[config.mk]
export PLATFORM = sky130hd
export DESIGN_NAME = pm_trap_timer_cfg
export DESIGN_NICKNAME = d
export VERILOG_FILES = /design/src/inc/pm_trap_pkg.sv /design/src/core/pm_trap_timer_cfg.sv
export SDC_FILE = /design/constraint.sdc
export NUM_CORES = 1
export LEC_CHECK = 0
export BUFFER_PORTS_ARGS = -buffer_cell sky130_fd_sc_hd__buf_4
export CAP_MARGIN = 20
export CORE_MARGIN = 2
export CORE_UTILIZATION = 59
export CTS_CLUSTER_SIZE = 12
export DETAILED_ROUTE_END_ITERATION = 12
export GPL_TIMING_DRIVEN = 0
export PLACE_DENSITY = 0.82
export SLEW_MARGIN = 20
export SYNTH_ARGS = -nofsm -noshare
export SYNTH_HDL_FRONTEND = slang
export SYNTH_SLANG_ARGS = --single-unit
[constraint.sdc]
create_clock -name ref_clk -period 4.1 [get_ports ref_clk]
set_clock_uncertainty 0.1 [all_clocks]
set_input_delay 0.615 -clock ref_clk [delete_from_list [all_inputs] [get_ports ref_clk]]
set_output_delay 0.615 -clock ref_clk [all_outputs]
set_load 0.01 [all_outputs]
[src/inc/pm_trap_pkg.sv]
// Constants, register map and carriers of the trap and timer configuration.
// Assumes one 20 MHz clock and an 8-bit indexed register port.
package pm_trap_pkg;

    // ----------------------------------------
    // Register indices
    // ----------------------------------------
    localparam logic [7:0] IDX_TRAP1_CTL = 8'h5C;
    localparam logic [7:0] IDX_TRAP2_CTL = 8'h5D;
    localparam logic [7:0] IDX_TRAP_MON  = 8'h5E;
    localparam logic [7:0] IDX_STSU_TC   = 8'h5F;
    localparam logic [7:0] IDX_USER_TC   = 8'h60;
    localparam logic [7:0] IDX_STATUS    = 8'h68;

    // ----------------------------------------
    // Field positions and reset values
    // ----------------------------------------
    localparam int         BIT_HI_MASK   = 7;
    localparam int         BIT_UP_MASK   = 6;
    localparam int         BIT_RSVD      = 5;
    localparam int         LOW_SEL_MSB   = 4;
    localparam int         LOW_SEL_LSB   = 2;
    localparam int         BIT_MEM_A     = 1;
    localparam int         BIT_MEM_B     = 0;
    localparam logic [7:0] RSVD_KEEP     = 8'hDF;
    localparam logic [7:0] REG_RESET     = 8'h00;
    localparam logic [31:0] HI_FIELD     = 32'h0000FC00;
    localparam logic [31:0] UP_FIELD     = 32'hFFFF0000;
    localparam logic [31:0] LOW_ONES     = 32'h000000FF;

    // ----------------------------------------
    // Timing: one timeout tick is 100 ms
    // ----------------------------------------
    localparam int TICK_MS    = 100;
    localparam int CLK_KHZ    = 20000;
    localparam int TICK_CYC   = TICK_MS * CLK_KHZ;
    localparam int DIV_W      = 24;
    localparam int TC_W       = 18;

    // Timeouts in ticks: suspend code c uses entry c, standby uses c+1
    localparam logic [TC_W-1:0] TC_TICKS [0:16] = '{
        18'h00002, 18'h00004, 18'h0000A, 18'h00012, 18'h00023, 18'h00046,
        18'h0008C, 18'h00118, 18'h00230, 18'h004B0, 18'h008E8, 18'h01194,
        18'h02328, 18'h04650, 18'h08CA0, 18'h11940, 18'h23280};

    // Timer slots
    localparam int T_STBY = 0;
    localparam int T_SUSP = 1;
    localparam int T_USR1 = 2;
    localparam int T_USR2 = 3;

    // ----------------------------------------
    // Carriers
    // ----------------------------------------
    typedef struct packed {
        logic        valid;
        logic        isIo;
        logic        isMem;
        logic [31:0] addr;
    } busCycle_s;

    typedef struct packed {
        logic [7:0] addr;
        logic [7:0] wdata;
        logic       wr;
        logic       rd;
    } regReq_s;

    typedef struct packed {
        logic standby;
        logic suspend;
        logic user1;
        logic throttle;
    } activity_s;

endpackage : pm_trap_pkg

[src/core/pm_trap_timer_cfg.sv]
// Trap and timer configuration: five control registers, two I/O trap
// comparators, the non-motherboard memory range match and four idle timers.
// Assumes bus cycles and register strobes are synchronous to ref_clk.
//
// How it works
// RULE_01 - Trap one control bit 7 masks address bits 15:10 of trap one.
// RULE_02 - Trap one control bit 6 excludes address bits 31:16 from trap one.
// RULE_03 - Trap one bits 4:2 give how many lowest address bits are ignored.
// RULE_04 - Trap two bits 4:2 give how many lowest address bits are ignored.
// RULE_05 - Trap two control bit 7 masks address bits 15:10 of trap two.
// RULE_06 - Trap two control bit 6 excludes address bits 31:16 from trap two.
// RULE_07 - Trap one bit 1 lets memory range hits wake the standby timer.
// RULE_08 - Trap one bit 0 lets memory range hits wake the suspend timer.
// RULE_09 - Trap two bit 1 lets memory range hits wake user timer one.
// RULE_10 - Trap two bit 0 lets memory range hits count for throttle.
// RULE_11 - Monitor bits 7:4 route trap one hits to standby, suspend, user1, throttle.
// RULE_12 - Monitor bits 3:0 route trap two hits to the same four timers.
// RULE_13 - Bits 7:4 of the count register pick the standby timeout.
// RULE_14 - Bits 3:0 of the count register pick the suspend timeout.
// RULE_15 - User register holds user one and two timeouts, suspend encoding.
// RULE_16 - All five control registers reset to zero.
// RULE_17 - A matching I/O access raises a system management interrupt pulse.
// RULE_18 - Memory range matches bits 31:16 against decode, except masked bits.
// RULE_19 - An enabled activity restarts its timer count.
// RULE_20 - Reserved bit 5 of both trap controls reads zero, writes ignored.
`timescale 1ns/1ps
module pm_trap_timer_cfg
#(
    parameter int TICK_CYCLES = pm_trap_pkg::TICK_CYC
)
(
    // Clock and reset
    input  wire logic                   ref_clk,
    input  wire logic                   resetn,
    // Register port
    input  wire pm_trap_pkg::regReq_s   regReq,
    output logic [7:0]                  regRdata,
    // Monitored bus cycle and programmed addresses
    input  wire pm_trap_pkg::busCycle_s busCycle,
    input  wire logic [31:0]            trapAddr1,
    input  wire logic [31:0]            trapAddr2,
    input  wire logic [15:0]            memDecode,
    input  wire logic [15:0]            memMask,
    // Events
    output logic                        smiPulse,
    output pm_trap_pkg::activity_s      activity,
    output logic [3:0]                  timerExpired
);

    // ----------------------------------------
    // State
    // ----------------------------------------
    typedef struct packed {
        logic [7:0]                           trap1Ctl;
        logic [7:0]                           trap2Ctl;
        logic [7:0]                           trapMon;
        logic [7:0]                           stSuTc;
        logic [7:0]                           userTc;
        logic [7:0]                           status;
        logic [7:0]                           rdata;
        logic                                 smi;
        pm_trap_pkg::activity_s               act;
        logic [3:0]                           expired;
        logic [pm_trap_pkg::DIV_W-1:0]        divCnt;
        logic [3:0][pm_trap_pkg::TC_W-1:0]    cnt;
    } state_s;

    state_s stateQ;
    state_s stateD;

    localparam logic [pm_trap_pkg::DIV_W-1:0] DIV_LAST =
        pm_trap_pkg::DIV_W'(TICK_CYCLES - 1);

    // ----------------------------------------
    // Helpers
    // ----------------------------------------
    // Builds the ignore mask of one trap from its control byte
    function automatic logic [31:0] trapMask(input logic [7:0] ctl);
        logic [31:0] m;
        m = ~(pm_trap_pkg::LOW_ONES << ctl[pm_trap_pkg::LOW_SEL_MSB:pm_trap_pkg::LOW_SEL_LSB])
            & pm_trap_pkg::LOW_ONES;                                  // RULE_03 RULE_04
        if (ctl[pm_trap_pkg::BIT_HI_MASK])
        begin
            m = m | pm_trap_pkg::HI_FIELD;                           // RULE_01 RULE_05
        end
        if (ctl[pm_trap_pkg::BIT_UP_MASK])
        begin
            m = m | pm_trap_pkg::UP_FIELD;                           // RULE_02 RULE_06
        end
        return m;
    endfunction : trapMask

    // Compares an I/O cycle against one trap address
    function automatic logic trapHit(input pm_trap_pkg::busCycle_s c,
                                     input logic [31:0] ta, input logic [7:0] ctl);
        return c.valid && c.isIo && (((c.addr ^ ta) & ~trapMask(ctl)) == 32'h00000000);
    endfunction : trapHit

    // Looks up a timeout in ticks
    function automatic logic [pm_trap_pkg::TC_W-1:0] tcLookup(input logic [4:0] idx);
        return pm_trap_pkg::TC_TICKS[idx];
    endfunction : tcLookup

    // ----------------------------------------
    // Event decode
    // ----------------------------------------
    logic                                 hit1;
    logic                                 hit2;
    logic                                 memHit;
    pm_trap_pkg::activity_s               actNow;
    logic [3:0][pm_trap_pkg::TC_W-1:0]    termCnt;
    logic [3:0]                           restart;
    logic                                 tick;

    always_comb
    begin
        hit1   = trapHit(busCycle, trapAddr1, stateQ.trap1Ctl);
        hit2   = trapHit(busCycle, trapAddr2, stateQ.trap2Ctl);
        memHit = busCycle.valid && busCycle.isMem
                 && (((busCycle.addr[31:16] ^ memDecode) & ~memMask) == 16'h0000); // RULE_18
        actNow.standby  = (memHit && stateQ.trap1Ctl[pm_trap_pkg::BIT_MEM_A])   // RULE_07
                          || (hit1 && stateQ.trapMon[7])                        // RULE_11
                          || (hit2 && stateQ.trapMon[3]);                       // RULE_12
        actNow.suspend  = (memHit && stateQ.trap1Ctl[pm_trap_pkg::BIT_MEM_B])   // RULE_08
                          || (hit1 && stateQ.trapMon[6])                        // RULE_11
                          || (hit2 && stateQ.trapMon[2]);                       // RULE_12
        actNow.user1    = (memHit && stateQ.trap2Ctl[pm_trap_pkg::BIT_MEM_A])   // RULE_09
                          || (hit1 && stateQ.trapMon[5])                        // RULE_11
                          || (hit2 && stateQ.trapMon[1]);                       // RULE_12
        actNow.throttle = (memHit && stateQ.trap2Ctl[pm_trap_pkg::BIT_MEM_B])   // RULE_10
                          || (hit1 && stateQ.trapMon[4])                        // RULE_11
                          || (hit2 && stateQ.trapMon[0]);                       // RULE_12
        // Standby table is shifted by one step against the others
        termCnt[pm_trap_pkg::T_STBY] = tcLookup({1'b0, stateQ.stSuTc[7:4]} + 5'h01); // RULE_13
        termCnt[pm_trap_pkg::T_SUSP] = tcLookup({1'b0, stateQ.stSuTc[3:0]});    // RULE_14
        termCnt[pm_trap_pkg::T_USR1] = tcLookup({1'b0, stateQ.userTc[7:4]});    // RULE_15
        termCnt[pm_trap_pkg::T_USR2] = tcLookup({1'b0, stateQ.userTc[3:0]});    // RULE_15
        // User timer two has no activity source in this block
        restart = {1'b0, actNow.user1, actNow.suspend, actNow.standby};
        tick    = (stateQ.divCnt == DIV_LAST);
    end

    // ----------------------------------------
    // Next state
    // ----------------------------------------
    always_comb
    begin
        stateD         = stateQ;
        stateD.rdata   = 8'h00;
        stateD.smi     = hit1 || hit2;                                   // RULE_17
        stateD.act     = actNow;
        stateD.expired = 4'h0;

        // Shared tick divider; a restart loses at most one tick of idle time
        stateD.divCnt = tick ? '0 : stateQ.divCnt + 1'b1;

        // Idle timers count ticks and restart on activity or expiry
        for (int i = 0; i < 4; i++)
        begin
            if (restart[i])
            begin
                stateD.cnt[i] = '0;                                      // RULE_19
            end
            else if (tick)
            begin
                if (stateQ.cnt[i] + 1'b1 >= termCnt[i])                  // RULE_13 RULE_14
                begin
                    stateD.cnt[i]     = '0;
                    stateD.expired[i] = 1'b1;
                end
                else
                begin
                    stateD.cnt[i] = stateQ.cnt[i] + 1'b1;
                end
            end
        end

        // Register writes; status is write-one-to-clear
        if (regReq.wr)
        begin
            unique case (regReq.addr)
                pm_trap_pkg::IDX_TRAP1_CTL: stateD.trap1Ctl = regReq.wdata & pm_trap_pkg::RSVD_KEEP; // RULE_20
                pm_trap_pkg::IDX_TRAP2_CTL: stateD.trap2Ctl = regReq.wdata & pm_trap_pkg::RSVD_KEEP; // RULE_20
                pm_trap_pkg::IDX_TRAP_MON:  stateD.trapMon  = regReq.wdata;
                pm_trap_pkg::IDX_STSU_TC:   stateD.stSuTc   = regReq.wdata;
                pm_trap_pkg::IDX_USER_TC:   stateD.userTc   = regReq.wdata;
                pm_trap_pkg::IDX_STATUS:    stateD.status   = stateQ.status & ~regReq.wdata;
                default:                    stateD.status   = stateQ.status;
            endcase
        end

        // Sticky events set after the clear so a same-cycle event survives
        stateD.status = stateD.status
                        | {1'b0, memHit, hit2, hit1, stateD.expired};

        // Read data stands one cycle after the strobe; unmapped reads zero
        if (regReq.rd)
        begin
            unique case (regReq.addr)
                pm_trap_pkg::IDX_TRAP1_CTL: stateD.rdata = stateQ.trap1Ctl;
                pm_trap_pkg::IDX_TRAP2_CTL: stateD.rdata = stateQ.trap2Ctl;
                pm_trap_pkg::IDX_TRAP_MON:  stateD.rdata = stateQ.trapMon;
                pm_trap_pkg::IDX_STSU_TC:   stateD.rdata = stateQ.stSuTc;
                pm_trap_pkg::IDX_USER_TC:   stateD.rdata = stateQ.userTc;
                pm_trap_pkg::IDX_STATUS:    stateD.rdata = stateQ.status;
                default:                    stateD.rdata = 8'h00;
            endcase
        end
    end

    // ----------------------------------------
    // State register
    // ----------------------------------------
    // Everything clears on reset: no masking, no monitoring, shortest counts
    always_ff @(posedge ref_clk or negedge resetn)
    begin
        if (!resetn)
        begin
            stateQ <= '0;                                                // RULE_16
        end
        else
        begin
            stateQ <= stateD;
        end
    end

    assign regRdata     = stateQ.rdata;
    assign smiPulse     = stateQ.smi;
    assign activity     = stateQ.act;
    assign timerExpired = stateQ.expired;
endmodule : pm_trap_timer_cfg

==> results of run 1 <==
==> layer usage <==
layer  share of wire  global-route usage  wire length, microns  vias up
met4           0.016              0.0799                   534        0
li1                -                   -                     -     5105
met5               0                   0                     0        -
met2            0.49               0.510                 16000      332
met3           0.052              0.0476                  1710       42
met1            0.44               0.418                 14400     5183
==> cells by family (layout without fill, tap and decap cells) <==
kind of cell    after synthesis  count (layout)  synth area share
buf+inv                     101             297            0.0388
flops                       159             159             0.336
other cells                   0               1                 0
compound gates              281             281             0.156
fa+ha+maj                    98              98             0.104
xor+xnor                    165             165             0.122
mux                          47              47            0.0430
simple gates                486             486             0.200
==> final timing paths <==
kind | startpoint | end | slack (ps) | cells past startpoint
setup / recovery | stateQ[54]$_DFFE_PN0N_ | stateQ[67]$_DFFE_PN0N_ | 240 | 15
hold / removal | resetn | stateQ[87]$_DFF_PN0_ | 100 | 1
setup reg to reg | stateQ[54]$_DFFE_PN0N_ | stateQ[67]$_DFFE_PN0N_ | 240 | 15
hold reg to reg | stateQ[72]$_DFF_PN0_ | stateQ[72]$_DFF_PN0_ | 390 | 1
max in group asynchronous | resetn | stateQ[134]$_DFFE_PN0P_ | 3010 | 2
min in group ref_clk | regReq[7] | stateQ[126]$_DFFE_PN0P_ | 330 | 3
==> where the power goes <==
part / total, mW / switching, mW / internal, mW / leakage [nW]
registers: 1.74 / 0.0999 / 1.64 / 2.03
clock network: 1.71 / 0.669 / 1.04 / 0.301
logic: 1.40 / 0.764 / 0.639 / 4.28
total: 4.85 / 1.53 / 3.32 / 6.61
==> area by class of cell <==
class / instances / area [sq um] / area share
diodes: 1 / 2.50 / 0.000177
plain buffers: 61 / 313 / 0.0221
clock buffers: 19 / 443 / 0.0314
clock inverters: 12 / 186 / 0.0132
inverters: 39 / 146 / 0.0104
multi-input cells: 1077 / 7450 / 0.527
flip-flops and latches: 159 / 3980 / 0.282
well taps: 265 / 332 / 0.0235
repair buffers: 166 / 1270 / 0.0902
==> per-stage QoR <==
| stage | TNS [ps] | utilization |
|---|---|---|
| after CTS | -8.01 | 0.719 |
| after global placement | -4320 | 0.684 |
| final | 0 | 0.721 |
| after floorplan | 0 | - |
| after detailed placement | -6470 | 0.686 |
| after global routing | 0 | 0.721 |
==> critical path, stage by stage (launching register included) <==
cell	delay [ps]
dfrtp_1	450
nand3_1	120
or3_1	370
or2_2	290
clkbuf_1	190
xnor2_1	160
ha_1	320
a21o_1	180
a21o_1	170
a21o_1	170
a21oi_1	170
o211ai_1	160
a21oi_2	400
clkbuf_2	330
nand3_1	120
nand2_1	100
==> cell usage in the layout, fill, tap and decap left out, drive strengths merged, types with 7 or more instances in the layout <==
master	netlist	layout
inv	39	40
buf	25	191
nor4	17	17
xnor2	96	96
nand2b	16	16
o22ai	8	8
nor2	86	86
a22oi	9	9
o21ai	58	58
clkbuf	37	55
a21oi	86	86
and2	18	18
xor2	69	69
o211ai	13	13
a21o	31	31
nand3b	7	7
ha	98	98
nor3	23	23
mux2i	16	16
mux2	31	31
nand2	161	161
nand3	66	66
dfrtp	159	159
a22o	28	28
o221ai	7	7
nand4	26	26
nor2b	16	16
and3	23	23
==> what timing repair did <==
action	4_1_cts	5_1_grt
setup buffers	0	0
gates resized for setup	4	13
pin swaps	0	0
setup endpoints to repair	22	32
==> flip-flops by register name, indices dropped and copies added, names as in the netlist <==
register	flops
stateQ	142
regRdata	8
activity	4
timerExpired	4
smiPulse	1
==> impl_metrics.py, run 1 <==
metrics = {
    "status": {
        "status": "complete, no violations",
    },
    "critical_path": {
        "cp-end-kind": "flop",
        "path_max_fanout": 10,
        "startpoint_type": "flop",
        "criticalPathCategory": "flop to flop",
        "worst_ep_required_time_ps": 4370,
        "critical_path_arrival_ps": 4120,
    },
    "global_routing": {
        "first_global_vias": 10358,
        "overflow": 0,
        "grt_max_degree": 96,
        "antenna_found_initial": 1,
        "grt_pass1_wl_microns": 52500,
        "grt_util_all_layers": 0.306,
    },
    "logic_synthesis": {
        "synth_edf_count": 0,
        "synth.cells.most_frequent": "161 x nand2_1, 159 x dfrtp_1, 98 x ha_1",
        "synth_area_leaders": "dfrtp_1 34%, ha_1 10%, xnor2_1 7.1%, nand2_1 5.1%, xor2_1 5.1%",
        "synthCells": 1337,
        "ys.warnings.count": 0,
        "ys_ff_latch": 159,
        "syn_area_sq_mm": 0.0118,
        "synth_ff_type": "dfrtp_1",
        "synth.largest_area_cell": "dfrtp_1",
        "syn_nets": 1586,
        "synth_top_area_frac": 0.336,
        "ys_seq_area_frac": 0.336,
        "synth.avg_cell_area_sq_um": 8.85,
        "async_reset_ff_frac": 1.00,
        "synth_cell_types": 61,
        "synth.most_common_cell": "nand2_1",
    },
    "clocking": {
        "clk_pin_slew_ps": 70,
        "cts_tree": "yes",
        "htreeDepth": 4,
        "clockBufferDepth": 2,
        "clock_latency_ps": 430,
        "cts_root_buf": "clkbuf_16",
        "postCtsHoldBufs": 0,
        "cts_made_buffers": 17,
        "cts_sinks": 159,
    },
    "min_path": {
        "hold_path.class": "primary input to asynchronous set/reset pin",
    },
    "pwr": {
        "report.power.total_mw": 4.85,
        "power_density_mw_per_mm2": 343,
        "leakage_nw": 6.61,
        "vdd_drop_max_v": 0.000265,
    },
    "placement": {
        "place_area_sq_mm": 0.0134,
        "gp_congestion": 0.968,
        "dp_hpwl_microns": 24900,
        "dp_cells": 1768,
        "dp_slack_ps": -490,
        "port-buffer-count": 165,
    },
    "sta": {
        "setup_viol": 0,
        "period_share": 0.941,
        "slew_violations": 0,
        "timing.fmax_ghz": 0.259,
        "slew_headroom": 0.238,
        "hold_viol": 0,
        "rsz0062_at_grt": "no",
        "fin_crit_ps": 3860,
        "hold_slack_ps": 102,
        "worst_pin_slew_ps": 1140,
        "worst_slack_ps": 241,
    },
    "cells_and_area": {
        "final_area_sq_mm": 0.0141,
        "fillers": 1539,
        "syn2layout_area_growth_pct": 19.4,
        "fin_cells": 1799,
        "num-nets-final": 1770,
        "layout-drive-gt1-share": 0.178,
    },
    "route": {
        "drtAntennaViolNets": 0,
        "drt-initial-drc-count": 951,
        "drt_first_pass_iters": 6,
        "wirelength_microns": 32700,
        "vias": 10662,
        "drc_errors": 0,
        "viasPerCell": 5.93,
        "wl_per_cell_microns": 18.2,
    },
    "run": {
        "maxCapViolCount": 0,
    },
    "floorplanning": {
        "num_rows": 51,
        "core_sq_mm": 0.0196,
        "die_h_microns": 146,
        "io-pin-count": 168,
        "start_util": 0.604,
        "fp.dieW_microns": 146,
        "dieArea_sq_mm": 0.0212,
    },
}
(Power assumes the default switching activity.)
==> inputs of run 2 (changes only) <==
--- a/config.mk
+++ b/config.mk
@@ -8,11 +8,10 @@
 export BUFFER_PORTS_ARGS = -buffer_cell sky130_fd_sc_hd__buf_4
 export CAP_MARGIN = 20
 export CORE_MARGIN = 2
-export CORE_UTILIZATION = 59
+export CORE_UTILIZATION = 32
 export CTS_CLUSTER_SIZE = 12
 export DETAILED_ROUTE_END_ITERATION = 12
 export GPL_TIMING_DRIVEN = 0
-export PLACE_DENSITY = 0.82
 export SLEW_MARGIN = 20
 export SYNTH_ARGS = -nofsm -noshare
 export SYNTH_HDL_FRONTEND = slang
==> impl_metrics.py, run 2 (same netlist as run 1, synthesis figures left out) <==
metrics = {
    "status": {
        "status": "complete, no violations",
    },
    "clocking": {
        "postCtsHoldBufs": 0,
        "clock_latency_ps": 440,
        "cts_tree": "yes",
        "cts_made_buffers": 17,
        "clockBufferDepth": 2,
        "htreeDepth": 4,
        "cts_sinks": 159,
        "clk_pin_slew_ps": 70,
        "cts_root_buf": "clkbuf_16",
    },
    "global_routing": {
        "grt_util_all_layers": 0.176,
        "use_met1": 0.223,
        "overflow": 0,
        "grt_use_met3": 0.0297,
        "grt_pass1_wl_microns": 54100,
        "grt_max_degree": 95,
        "first_global_vias": 10327,
        "grt_busiest_layer": "met2",
        "antenna_found_initial": 1,
        "use_met2": 0.304,
    },
    "sta": {
        "setup_tns_ps": 0,
        "worst_slack_ps": 294,
        "hold_slack_ps": 11.7,
        "timing.fmax_ghz": 0.263,
        "setup_viol": 0,
        "worst_pin_slew_ps": 1040,
        "rsz0062_at_grt": "no",
        "slew_violations": 0,
        "period_share": 0.928,
        "hold_viol": 0,
        "slew_headroom": 0.304,
        "fin_crit_ps": 3810,
    },
    "route": {
        "drc_errors": 0,
        "viasPerCell": 5.19,
        "drtAntennaViolNets": 0,
        "wl_per_cell_microns": 16.7,
        "vias": 10394,
        "drt-initial-drc-count": 635,
        "wirelength_microns": 33500,
        "drt_first_pass_iters": 5,
    },
    "pwr": {
        "report.power.total_mw": 4.75,
        "power_density_mw_per_mm2": 331,
        "vdd_drop_max_v": 0.000276,
        "leakage_nw": 6.59,
    },
    "critical_path": {
        "r2r-start": "stateQ[134]$_DFFE_PN0P_",
        "criticalPathCategory": "flop to flop",
        "worst_ep_required_time_ps": 4360,
        "critical-path-max-stage-delay_ps": 550,
        "path_delay_family": "compound AO/OA/AOI/OAI gates",
        "worst-path-buf-inv": 3,
        "r2r-end": "stateQ[13]$_DFFE_PN0P_",
        "critical_path_arrival_ps": 4060,
        "cpMostUsedCell": "a21o_1",
        "reg2reg_depth": 16,
        "startpoint_type": "flop",
        "cp-end-kind": "flop",
        "rrSetupSlack_ps": 290,
        "path_cells": "ha_2 -> and3_1 -> clkbuf_1 -> inv_1 -> nand2_1 -> a21o_1 -> ha_1 -> a21o_1 -> a21o_1 -> a221oi_1 -> o21a_1 -> o31ai_4 -> clkbuf_2 -> o21ai_0 -> nand2_1 -> a21oi_1",
        "path_max_fanout": 10,
        "crit_path_top_delay_cell": "dfrtp_1",
    },
    "cells_and_area": {
        "syn2layout_area_growth_pct": 21.4,
        "final_area_sq_mm": 0.0144,
        "final_common_cell": "buf_4",
        "mostFrequentLayoutCells": "181 x buf_4, 161 x nand2_1, 159 x dfrtp_1",
        "regMostFlops": "stateQ",
        "fillers": 3622,
        "layout-drive-gt1-share": 0.182,
        "num-nets-final": 1771,
        "final_core_util": 0.393,
        "largest_reg_flops": 142,
        "fin_cells": 2003,
        "n_antenna_cell": 0,
    },
    "min_path": {
        "hold_path.class": "primary input to asynchronous set/reset pin",
    },
    "placement": {
        "port-buffer-count": 165,
        "gp_congestion": 0.886,
        "place_area_sq_mm": 0.0137,
        "dp_hpwl_microns": 26100,
        "dp_cells": 1971,
        "dp_slack_ps": -591,
    },
    "floorplanning": {
        "fp.dieW_microns": 196,
        "dieArea_sq_mm": 0.0385,
        "start_util": 0.324,
        "core_sq_mm": 0.0365,
        "die_h_microns": 196,
        "num_rows": 70,
        "io-pin-count": 168,
    },
    "run": {
        "maxCapViolCount": 0,
    },
}
==> run 2: changes by cell type in the layout (fill, tap and decap cells not counted), moves of 2 or more <==
cell       change
clkinv_4       -2
inv_8          +2
bufinv_16      -3
inv_6          +4
==> run 2: area by class of cell <==
cell class              instances  area (sq um)  share of cell area
clock buffers                  17           425              0.0296
well taps                     468           586              0.0408
plain buffers                  61           313              0.0218
clock inverters                15           149              0.0104
multi-input cells            1077          7480               0.521
repair buffers                167          1280              0.0892
inverters                      39           146              0.0102
flip-flops and latches        159          3980               0.277
==> run 2: report_power, final <==
part,leakage [nW],internal (mW),switching (mW)
Combinational,4.28,0.650,0.779
Sequential,2.03,1.64,0.0986
Clock,0.276,0.855,0.728
Total,6.59,3.14,1.61
==> run 2: metal layers <==
metal,up-vias,part of all wire
met5,-,0
met4,0,0.029
met3,51,0.047
met2,293,0.49
met1,4943,0.44
li1,5107,-
==> run 2: timing repair <==
item,4_1_cts,5_1_grt
pin swaps,0,1
buffers inserted,0,1
gates resized for setup,6,15
endpoints found under the setup margin,20,41
cloned,0,0
==> run 2: how the worst max path moves through the flow <==
stage                                  startpoint                        end  cells past startpoint
after floorplan           stateQ[133]$_DFFE_PN0P_      stateQ[7]$_DFFE_PN0P_                     16
after global placement    stateQ[133]$_DFFE_PN0P_  timerExpired[0]$_DFF_PN0_                     14
after detailed placement  stateQ[133]$_DFFE_PN0P_  timerExpired[0]$_DFF_PN0_                     14
after CTS                 stateQ[134]$_DFFE_PN0P_  timerExpired[0]$_DFF_PN0_                     13
after global routing      stateQ[133]$_DFFE_PN0P_     stateQ[13]$_DFFE_PN0P_                     16
final                     stateQ[134]$_DFFE_PN0P_     stateQ[13]$_DFFE_PN0P_                     16
